## src/hdl/ddt_pkg.sv

```systemverilog
// Constants and carrier types for the dither and offset trim register bank.
// Assumes one system clock and an internal register port on that clock.
package ddt_pkg;

  // ***************************************************************************
  // Register map and reset values
  // ***************************************************************************
  localparam logic [7:0] OFS_RIGHT_SECONDARY_DC_DITHER  = 8'h4C;
  localparam logic [7:0] OFS_LEFT_DC_OFFSET_TRIM        = 8'h4E;
  localparam logic [7:0] OFS_RIGHT_DC_OFFSET_TRIM       = 8'h4F;
  localparam logic [7:0] OFS_SERIAL_OUT_PIN_SOURCE_SEL  = 8'h55;

  localparam logic [7:0] RST_RIGHT_SECONDARY_DC_DITHER  = 8'h00;
  localparam logic [7:0] RST_LEFT_DC_OFFSET_TRIM        = 8'h00;
  localparam logic [7:0] RST_RIGHT_DC_OFFSET_TRIM       = 8'h00;
  localparam logic [7:0] RST_SERIAL_OUT_PIN_SOURCE_SEL  = 8'h00;

  // ***************************************************************************
  // Field layout
  // ***************************************************************************
  localparam int         PIN_SOURCE_LSB   = 0;
  localparam int         PIN_SOURCE_WIDTH = 5;
  localparam int         DITHER_WIDTH     = 11;
  localparam int         TRIM_WIDTH       = 9;
  localparam logic [7:0] UNMAPPED_READ    = 8'h00;

  // ***************************************************************************
  // Carrier types
  // ***************************************************************************
  typedef struct packed {
    logic       wr;
    logic       rd;
    logic [7:0] addr;
    logic [7:0] wdata;
  } ddt_req_s;

  typedef struct packed {
    logic [7:0]                    dither;
    logic [7:0]                    left_trim;
    logic [7:0]                    right_trim;
    logic [7:0]                    pin_source;
    logic [7:0]                    rdata;
    logic                          rvalid;
    logic [DITHER_WIDTH-1:0]       dither_addend;
    logic signed [TRIM_WIDTH-1:0]  left_offset;
    logic signed [TRIM_WIDTH-1:0]  right_offset;
  } ddt_state_s;

  localparam ddt_state_s STATE_RESET = '{
    dither:        RST_RIGHT_SECONDARY_DC_DITHER,
    left_trim:     RST_LEFT_DC_OFFSET_TRIM,
    right_trim:    RST_RIGHT_DC_OFFSET_TRIM,
    pin_source:    RST_SERIAL_OUT_PIN_SOURCE_SEL,
    rdata:         8'h00,
    rvalid:        1'b0,
    dither_addend: '0,
    left_offset:   '0,
    right_offset:  '0
  };

endpackage : ddt_pkg

```

## src/hdl/ddt_regs.sv

```systemverilog
// Register bank for the right secondary DC dither, the two DAC offset trims
// and the serial output pin source selection.
// Assumes the control port decoder drives single-cycle strobes on REF_CLK.
// Assumes REG_REQ comes from logic on REF_CLK, so it is not synchronised.
// The outputs feed modulator and offset stages in the same clock domain.
`timescale 1ns/1ps

module ddt_regs (
  input  wire logic                                   REF_CLK,
  input  wire logic                                   RST_N,
  input  wire ddt_pkg::ddt_req_s                      REG_REQ,
  output logic        [7:0]                           REG_RDATA,
  output logic                                        REG_RVALID,
  output logic        [ddt_pkg::DITHER_WIDTH-1:0]     RIGHT_SEC_LOWER_DITHER,
  output logic signed [ddt_pkg::TRIM_WIDTH-1:0]       LEFT_OFFSET_QMV,
  output logic signed [ddt_pkg::TRIM_WIDTH-1:0]       RIGHT_OFFSET_QMV,
  output logic        [ddt_pkg::PIN_SOURCE_WIDTH-1:0] SERIAL_OUT_SOURCE_SEL
);

  // ***************************************************************************
  // Register map
  // ***************************************************************************
  // Offset 0x4C holds the right secondary DC dither code, unsigned.
  // Offset 0x4E holds the left DAC offset trim code, two's complement.
  // Offset 0x4F holds the right DAC offset trim code, two's complement.
  // Offset 0x55 holds the serial output source code in bits 4:0.
  // Bits 7:5 of offset 0x55 are reserved but kept as storage.
  // Every other offset reads as zero and ignores writes.
  // All registers clear to zero on reset.
  // A read and a write to one offset in one cycle return the old value.

  // ***************************************************************************
  // Decoding helpers
  // ***************************************************************************
  // Address match for one register; shared by the write decode of all four.
  function automatic logic addr_hit(
    input logic [7:0] addr,
    input logic [7:0] offset
  );
    addr_hit = (addr == offset);
  endfunction : addr_hit

  // Returns the stored byte, replaced by the write data on a write hit.
  // Each register decodes its own hit, so no write can spill into another.
  function automatic logic [7:0] write_field(
    input logic [7:0]        stored,
    input ddt_pkg::ddt_req_s req,
    input logic [7:0]        offset
  );
    if (req.wr && addr_hit(req.addr, offset))
    begin
      write_field = req.wdata;
    end
    else
    begin
      write_field = stored;
    end
  endfunction : write_field

  // Sign-extends a trim code by one bit.
  // Code 0x80 would overflow an 8-bit negation, hence the extra bit.
  function automatic logic signed [ddt_pkg::TRIM_WIDTH-1:0] sign_extend_trim(
    input logic [7:0] code
  );
    sign_extend_trim = {code[7], code};
  endfunction : sign_extend_trim

  // The trim is widened before negation so that code 0x80 maps to +128 steps.
  function automatic logic signed [ddt_pkg::TRIM_WIDTH-1:0] trim_to_qmv(
    input logic [7:0] code
  );
    logic signed [ddt_pkg::TRIM_WIDTH-1:0] wide;
    wide        = sign_extend_trim(code);
    trim_to_qmv = -wide;
  endfunction : trim_to_qmv

  // The code is carried unscaled; the modulator applies the 1/32 FS weight.
  function automatic logic [ddt_pkg::DITHER_WIDTH-1:0] dither_to_addend(
    input logic [7:0] code
  );
    dither_to_addend = {3'b000, code};
  endfunction : dither_to_addend

  // Picks the source code field out of the stored selection byte.
  function automatic logic [ddt_pkg::PIN_SOURCE_WIDTH-1:0] pin_source_field(
    input logic [7:0] stored
  );
    pin_source_field = stored[ddt_pkg::PIN_SOURCE_LSB +: ddt_pkg::PIN_SOURCE_WIDTH];
  endfunction : pin_source_field

  // Read data multiplexer.
  // Unmapped offsets return a fixed value rather than stale data.
  function automatic logic [7:0] read_mux(
    input ddt_pkg::ddt_state_s st,
    input logic [7:0]          addr
  );
    case (addr)
      ddt_pkg::OFS_RIGHT_SECONDARY_DC_DITHER:
      begin
        read_mux = st.dither;
      end
      ddt_pkg::OFS_LEFT_DC_OFFSET_TRIM:
      begin
        read_mux = st.left_trim;
      end
      ddt_pkg::OFS_RIGHT_DC_OFFSET_TRIM:
      begin
        read_mux = st.right_trim;
      end
      ddt_pkg::OFS_SERIAL_OUT_PIN_SOURCE_SEL:
      begin
        read_mux = st.pin_source;
      end
      default:
      begin
        read_mux = ddt_pkg::UNMAPPED_READ;
      end
    endcase
  endfunction : read_mux

  // ***************************************************************************
  // State registers
  // ***************************************************************************
  ddt_pkg::ddt_state_s state;
  ddt_pkg::ddt_state_s next_state;

  // ***************************************************************************
  // Next-state logic
  // ***************************************************************************
  always_comb
  begin
    next_state = state;

    // Register writes; an unmapped offset leaves every register untouched.
    next_state.dither = write_field(
      state.dither,
      REG_REQ,
      ddt_pkg::OFS_RIGHT_SECONDARY_DC_DITHER
    );

    next_state.left_trim = write_field(
      state.left_trim,
      REG_REQ,
      ddt_pkg::OFS_LEFT_DC_OFFSET_TRIM
    );

    next_state.right_trim = write_field(
      state.right_trim,
      REG_REQ,
      ddt_pkg::OFS_RIGHT_DC_OFFSET_TRIM
    );

    // Reserved bits 7:5 are kept as plain storage so that they read back.
    next_state.pin_source = write_field(
      state.pin_source,
      REG_REQ,
      ddt_pkg::OFS_SERIAL_OUT_PIN_SOURCE_SEL
    );

    // A read returns the stored value before any write in the same cycle.
    if (REG_REQ.rd)
    begin
      next_state.rvalid = 1'b1;
      next_state.rdata  = read_mux(state, REG_REQ.addr);
    end
    else
    begin
      next_state.rvalid = 1'b0;
      next_state.rdata  = 8'h00;
    end

    // The derived values follow the stored codes one edge later, which keeps
    // the negation off the path from the register port.
    next_state.dither_addend = dither_to_addend(state.dither);
    next_state.left_offset   = trim_to_qmv(state.left_trim);
    next_state.right_offset  = trim_to_qmv(state.right_trim);
  end

  // ***************************************************************************
  // Register stage
  // ***************************************************************************
  // Reset loads constants only, so the derived outputs start at zero as well.
  always_ff @(posedge REF_CLK or negedge RST_N)
  begin
    if (!RST_N)
    begin
      state <= ddt_pkg::STATE_RESET;
    end
    else
    begin
      state <= next_state;
    end
  end

  // ***************************************************************************
  // Configuration outputs
  // ***************************************************************************
  // Only a secondary lower-path port exists, so the primary path cannot see it.
  assign RIGHT_SEC_LOWER_DITHER = state.dither_addend;
  assign LEFT_OFFSET_QMV        = state.left_offset;
  assign RIGHT_OFFSET_QMV       = state.right_offset;
  assign SERIAL_OUT_SOURCE_SEL  = pin_source_field(state.pin_source);

  // ***************************************************************************
  // Read port outputs
  // ***************************************************************************
  // Read data is zero between reads, so several banks can share one OR tree.
  assign REG_RDATA              = state.rdata;
  assign REG_RVALID             = state.rvalid;

endmodule : ddt_regs

```

## config.mk

```make
export PLATFORM = sky130hd
export DESIGN_NAME = ddt_regs
export DESIGN_NICKNAME = d
export VERILOG_FILES = /design/src/hdl/ddt_pkg.sv /design/src/hdl/ddt_regs.sv
export SDC_FILE = /design/constraint.sdc
export NUM_CORES = 1
export LEC_CHECK = 0
export BUFFER_PORTS_ARGS = -buffer_cell sky130_fd_sc_hd__clkbuf_2
export CAP_MARGIN = 20
export CORE_ASPECT_RATIO = 0.6
export CORE_UTILIZATION = 43
export CTS_BUF_LIST = sky130_fd_sc_hd__clkbuf_4 sky130_fd_sc_hd__clkbuf_8
export DETAILED_ROUTE_END_ITERATION = 7
export MAX_ROUTING_LAYER = met4
export PLACE_DENSITY_LB_ADDON = 0.05
export SETUP_SLACK_MARGIN = 0.3
export SYNTH_ARGS = -nofsm -noshare
export SYNTH_HDL_FRONTEND = slang
export SYNTH_SLANG_ARGS = --single-unit
```

## constraint.sdc

```tcl
create_clock -name REF_CLK -period 3.6 [get_ports REF_CLK]
set_input_delay 0.36 -clock REF_CLK [delete_from_list [all_inputs] [get_ports REF_CLK]]
set_output_delay 0.36 -clock REF_CLK [all_outputs]
set_load 0.01 [all_outputs]
```

==> flow_metrics.env, run 1 <==
export IMPL_track_usage_pct=18.66
export IMPL_hold_buffers=0
export IMPL_netlist_top_cells_count="dfrtp_1 (67), buf_4 (44), mux2_2 (32), nand3_1 (16), xnor2_1 (10)"
export IMPL_p_sw_w=0.0004307
export IMPL_p_int_w=0.001246
export IMPL_path_class="input pin to register"
export IMPL_gp_congestion=0.7409
export IMPL_clock_power_share_pct=37.5
export IMPL_synth_top_area_share_pct=53.56
export IMPL_synthAdderAreaFrac_pct=0.7994
export IMPL_hold_viol=0
export IMPL_antenna_found_initial=0
export IMPL_clkLatencyLatePin_ns=0.35
export IMPL_period_needed_ns=1.701
export IMPL_cap_violations=0
export IMPL_power_density_nw_per_um2=497.6
export IMPL_cp_top_family="simple AND/OR/NAND/NOR gates"
export IMPL_dieWidth_um=112.2
export IMPL_layout_nets=293
export IMPL_first_global_vias=1700
export IMPL_n_antenna_cell=0
export IMPL_crit_chain="clkbuf_2 > and4bb_2 > nand2_1 > a311oi_1"
export IMPL_synth_mux_area_share_pct=11.51
export IMPL_yosysMostFrequentCell="dfrtp_1"
export IMPL_hold_class="input pin to async pin"
export IMPL_hpwl_um=4353
export IMPL_yosys_area_top_type="dfrtp_1"
export IMPL_clock_path_buffers=2
export IMPL_area_growth_pct=7.634
export IMPL_synth_top_family_by_area="buffers and inverters"
export IMPL_first_iter_violations=95
export IMPL_avgSynthCellArea_um2=12.57
export IMPL_num_rows=23
export IMPL_swShare_pct=25.69
export IMPL_fin_skew_ns=0.01128
export IMPL_p_seq_share_pct=50.4
export IMPL_rsz0062_at_grt="false"
export IMPL_path_buf_inv=1
export IMPL_synth_area_leaders="dfrtp_1 (54%), mux2_2 (12%), buf_4 (11%)"
export IMPL_portBuffers=59
export IMPL_fillers=628
export IMPL_postCtsSetupBuffers=0
export IMPL_dieArea_um2=7637
export IMPL_yosysSeqAreaShare_pct=53.56
export IMPL_vias=1864
export IMPL_clk_pin_slew_worst_paths_ns=0.08
export IMPL_grt_max_degree=37
export IMPL_worst_slack_ns=1.899
export IMPL_ys_flop_type="dfrtp_1"
export IMPL_p_leak_nw=1.693
export IMPL_cp_max_fo=29
export IMPL_critPathSlowestCell="and4bb_2"
export IMPL_clock_sinks=67
export IMPL_post_cts_resized=0
export IMPL_overflow=0
export IMPL_netlist_area_um2=3131
export IMPL_setup_viol=0
export IMPL_status="finished clean"
export IMPL_worst_ep_required_time_ns=3.82
export IMPL_cts_root_buf="clkbuf_8"
export IMPL_synth_compound_area_share_pct=4.756
export IMPL_tightest_slew_ns=0.6752
export IMPL_yosysWarnings=0
export IMPL_core_area_um2=6849
export IMPL_route_detailed_vias_per_inst=5.135
export IMPL_drc=0
export IMPL_slowest_delay_ns=0.71
export IMPL_first_pass_iters=4
export IMPL_cts_made_buffers=9
export IMPL_start_kind="input pin"
export IMPL_crit_path_end_kind="register"
export IMPL_ctsHtreeMaxLevel=3
export IMPL_max_freq_mhz=587.8
export IMPL_final_layout_size_suffix_gt1_share_pct=43.84
export IMPL_ys_types=33
export IMPL_pre_cts_ws_ns=1.570
export IMPL_totalWireLength_um=6204
export IMPL_synth_xor_xnor_area_share_pct=3.357
export IMPL_setup_tns_ns=0
export IMPL_cts_tree="done"
export IMPL_io_pins=63
export IMPL_power_frac_comb_pct=12.2
export IMPL_ys_seq_elements=67
export IMPL_min_period_over_period_pct=47.26
export IMPL_die_h_um=68.09
export IMPL_wl_per_cell_um=17.09
export IMPL_grt_pass1_wl_um=9832
export IMPL_slew_viol_final=0
export IMPL_async_flop_share_pct=100.0
export IMPL_synth_edff_count=0
export IMPL_yosys_area_share_simple_pct=12.87
export IMPL_ir_drop_mv=0.1866
export IMPL_arrival_ns=1.92
export IMPL_ant_nets=0
export IMPL_max_slew_margin_pct=54.99
export IMPL_start_util_pct=45.71
export IMPL_syn_inst=249
stage by stage:
step / cells / utilization, % / hold slack (ns) / total power, W / area [um2]
finish: 363 / 49.20 / 0.04127 / 0.001677 / 3369
global route: 363 / 49.20 / 0.1146 / 0.001757 / 3369
CTS: 363 / 49.20 / 0.06622 / 0.001699 / 3369
detailed placement: 347 / 46.31 / 0.3890 / 0.001066 / 3172
global placement: 347 / 46.31 / 0.3904 / 0.001064 / 3172
floorplan: 251 / - / 0.06441 / 0.001032 / 3138
layout by cell type (no fill, tap or decap):
cell        count
and4bb_2        3
dfrtp_1        67
a311oi_1        8
a21oi_1         2
or3b_2          1
o211ai_1        8
a21oi_2         1
inv_1           6
bufinv_16       1
nand3_1        16
nor4_2          2
buf_2           1
nand4_4         1
nor4b_1         1
or4_1           1
clkbuf_8       10
nor3_1          3
nor2_1          5
and3_1          8
clkbuf_2       58
buf_4           2
xor2_1          2
nor2b_1         1
or4_4           1
and2_1          1
ha_1            2
clkinv_2        3
clkinvlp_4      1
clkbuf_4        1
xnor2_1        10
nand3_2         2
mux2_2         32
nor3b_1         8
nand4_2         1
conb_1          3
nand2_1         2
nand2b_1        1
path summary, 6_finish.rpt:
path	startpoint	endpoint	slack [ns]	cells after the start
max	REG_REQ[15]	REG_RDATA[2]$_DFF_PN0_	1.90	4
min in group REF_CLK	REG_REQ[16]	REG_RVALID$_DFF_PN0_	0.15	1
min reg2reg	next_state[22]$_DFFE_PN0P_	RIGHT_SEC_LOWER_DITHER[4]$_DFF_PN0_	0.41	0
min	RST_N	next_state[21]$_DFFE_PN0P_	0.04	1
max reg2reg	state[46]$_DFFE_PN0P_	RIGHT_OFFSET_QMV[8]$_DFF_PN0_	1.90	5
max in group asynchronous	RST_N	state[58]$_DFFE_PN0P_	2.64	2
metal layers:
layer	GRT usage, %	vias to the layer above	part of all wire [%]
met2	24.92	54	40
met4	6.500	0	1.0
li1	-	885	-
met1	26.35	917	54
met5	-	-	0
met3	6.023	8	4.8
registers in the layout, indices dropped and copies added (netlist names):
register / flops
RIGHT_OFFSET_QMV: 9
SERIAL_OUT_SOURCE_SEL: 5
RIGHT_SEC_LOWER_DITHER: 8
LEFT_OFFSET_QMV: 9
next_state: 8
state: 19
REG_RDATA: 8
REG_RVALID: 1
power groups by stage:
stage	clock network [W]	registers (W)	logic [W]
after floorplan	0	0.000849	0.000184
after global placement	0	0.000858	0.000206
after detailed placement	0	0.000860	0.000207
after CTS	0.000646	0.000845	0.000207
after global routing	0.000677	0.000852	0.000228
final	0.000628	0.000845	0.000204
logic make-up after synthesis:
family	count (synthesis)
flops	67
simple gates	58
buf+inv	58
mux	32
compound gates	19
xor+xnor	12
fa+ha+maj	2
other cells	1
final cells by class:
class	instances	area [um2]	share of cell area (%)
Clock buffer	11	145.1	4.307
Clock inverter	5	52.55	1.560
Inverter	6	22.52	0.6684
Multi-Input combinational cell	126	1054	31.27
Sequential cell	67	1677	49.76
Tap cell	87	108.9	3.231
Timing Repair Buffer	61	310.3	9.209
worst register-to-register path, stage by stage (launching register included):
cell and delay, ns:
dfrtp_1 0.44, inv_1 0.08, ha_1 0.16, or3b_2 0.51, nor3_1 0.27, a21oi_1 0.12
No activity file was read; power rests on OpenSTA's default activity.
==> run 2, diff against run 1 <==
==> constraint.sdc (replaced) <==
create_clock -name REF_CLK -period 1.7 [get_ports REF_CLK]
set_input_delay 0.17 -clock REF_CLK [delete_from_list [all_inputs] [get_ports REF_CLK]]
set_output_delay 0.17 -clock REF_CLK [all_outputs]
set_load 0.01 [all_outputs]
==> run 2 against run 1 <==
Effect of this change:
- final cell count grew 5.0%
- worst setup slack lost 1.6 ns
- count of clock-buffer cells in the layout grew 3
- via count grew 3.7%
- routed wire length grew 1.5%
- first-iteration DRC count shrank 14%
- global-route usage grew 0.66 points
- total power grew 110%
- combinational power grew 140%
- utilization grew 2.6 points
- non-clock buffer count grew 18
- clock skew shrank 0.0033 ns
- the flow now finishes with violations (design-rule violations)
==> flow_metrics.env, run 2 (synthesis gave the netlist of run 1 again) <==
export IMPL_overflow=0
export IMPL_cp_max_fo=4
export IMPL_path_class="register to register"
export IMPL_top_register="state"
export IMPL_setup_tns_ns=0
export IMPL_rrSetupSlack_ns=0.26
export IMPL_track_usage_pct=19.31
export IMPL_fin_skew_ns=0.007965
export IMPL_cts_made_buffers=9
export IMPL_die_h_um=68.09
export IMPL_final_layout_size_suffix_gt1_share_pct=48.98
export IMPL_start_util_pct=45.71
export IMPL_portBuffers=59
export IMPL_core_area_um2=6849
export IMPL_first_pass_iters=6
export IMPL_hpwl_um=4352
export IMPL_max_freq_mhz=696.8
export IMPL_holdPathEnd="state[61]$_DFFE_PN0P_"
export IMPL_ant_nets=0
export IMPL_cts_root_buf="clkbuf_8"
export IMPL_clkLatencyLatePin_ns=0.35
export IMPL_first_global_vias=1830
export IMPL_layout_commonest_cell="dfrtp_1"
export IMPL_wl_per_cell_um=16.52
export IMPL_largest_register_ffs=19
export IMPL_gp_congestion=0.7815
export IMPL_start_kind="register"
export IMPL_layout_nets=311
export IMPL_violations="design-rule violations"
export IMPL_hold_path_startpoint="REG_REQ[7]"
export IMPL_vias=1933
export IMPL_io_pins=63
export IMPL_area_growth_pct=13.35
export IMPL_r2r_cells=5
export IMPL_route_detailed_vias_per_inst=5.073
export IMPL_clk_pin_slew_worst_paths_ns=0.07
export IMPL_grt_max_degree=68
export IMPL_ctsHtreeMaxLevel=3
export IMPL_hold_class="input pin to register"
export IMPL_min_period_over_period_pct=84.42
export IMPL_status="finished, violations left"
export IMPL_hold_path_depth=2
export IMPL_use_met2_pct=26.48
export IMPL_final_cell_mix="dfrtp_1 (65), clkbuf_2 (58), mux2_2 (32)"
export IMPL_met3_usage_pct=6.732
export IMPL_cts_tree="done"
export IMPL_p_leak_nw=1.794
export IMPL_arrival_ns=1.71
export IMPL_reg2reg_from="state[46]$_DFFE_PN0P_"
export IMPL_slew_viol_final=0
export IMPL_crit_path_end_kind="register"
export IMPL_met1_usage_pct=26.15
export IMPL_worst_ep_required_time_ns=1.97
export IMPL_period_needed_ns=1.435
export IMPL_ir_drop_mv=0.6015
export IMPL_clock_path_buffers=2
export IMPL_dieArea_um2=7637
export IMPL_fin_util_pct=51.81
export IMPL_grt_pass1_wl_um=10120
export IMPL_first_iter_violations=82
export IMPL_clock_sinks=67
export IMPL_hold_viol=0
export IMPL_drc=4
export IMPL_dieWidth_um=112.2
export IMPL_power_density_nw_per_um2=987.1
export IMPL_num_rows=23
export IMPL_busiest_layer="met2"
export IMPL_antenna_found_initial=0
export IMPL_totalWireLength_um=6295
export IMPL_r2r_end="RIGHT_OFFSET_QMV[6]$_DFF_PN0_"
export IMPL_setup_viol=0
export IMPL_n_antenna_cell=0
export IMPL_rsz0062_at_grt="true"
export IMPL_cap_violations=0
==> run 2: cell types whose count changed in the layout (fill, tap and decap cells not counted), sizes merged <==
cell,change
bufinv,-1
buf,+16
clkinvlp,-1
clkbuf,+3
clkinv,-1
dlygate4sd3,+2
==> run 2: worst max path at each step <==
stage,startpoint,endpoint,cells after the start
global route,state[46]$_DFFE_PN0P_,RIGHT_OFFSET_QMV[6]$_DFF_PN0_,5
detailed placement,REG_REQ[15],REG_RDATA[3]$_DFF_PN0_,5
floorplan,state[46]$_DFFE_PN0P_,RIGHT_OFFSET_QMV[8]$_DFF_PN0_,5
global placement,state[46]$_DFFE_PN0P_,RIGHT_OFFSET_QMV[6]$_DFF_PN0_,5
CTS,state[47]$_DFFE_PN0P_,RIGHT_OFFSET_QMV[8]$_DFF_PN0_,5
finish,state[46]$_DFFE_PN0P_,RIGHT_OFFSET_QMV[6]$_DFF_PN0_,5
==> run 2: where the power goes <==
part	total (W)	internal, W	switching, W
sequential	0.00179	0.00172	0.0000651
combinational	0.000493	0.000236	0.000257
clock	0.00122	0.000653	0.000571
total	0.00350	0.00261	0.000893
==> run 2: layout make-up <==
type | count | area (um2)
fill | 641 | 3301
sequential | 67 | 1679
multi-input combinational | 126 | 1091
timing repair buffer | 79 | 462.9
clock buffer | 14 | 173.9
tap | 87 | 108.9
inverter | 6 | 22.52
clock inverter | 2 | 10.01
==> run 2: what timing repair did <==
| action | CTS | global route |
|---|---|---|
| endpoints found under the setup margin | 5 | 7 |
| hold buffers | 2 | 0 |
| hold endpoints to repair | 68 | 0 |
| pin swaps | 1 | 1 |
| gates cloned | 0 | 0 |
| resized for setup | 2 | 6 |
| setup buffers | 5 | 3 |
==> run 2: worst max-delay path, cell delays in order (launching register included) <==
cell and delay [ns]:
dfrtp_1 0.42, inv_1 0.07, ha_2 0.16, or3b_4 0.41, nor3_4 0.16, xnor2_1 0.14
==> run 2: metal layers <==
layer	part of all wire (%)	vias to the layer above
met4	1.5	0
met5	0	-
met1	52	959
li1	-	915
met3	4.9	8
met2	42	51
==> run 2: per-stage QoR <==
step	instances	instance area (um2)	hold WS [ns]	power (W)	worst slack (ns)
final	381	3548	0.1233	0.003503	0.2648
after global routing	381	3548	0.1198	0.003694	0.1962
after CTS	378	3508	0.1157	0.003541	0.2599
after detailed placement	355	3252	0.2235	0.002279	0.1238
after global placement	355	3252	0.2180	0.002274	0.1428
after floorplan	251	3146	-0.1256	0.002192	0.3086
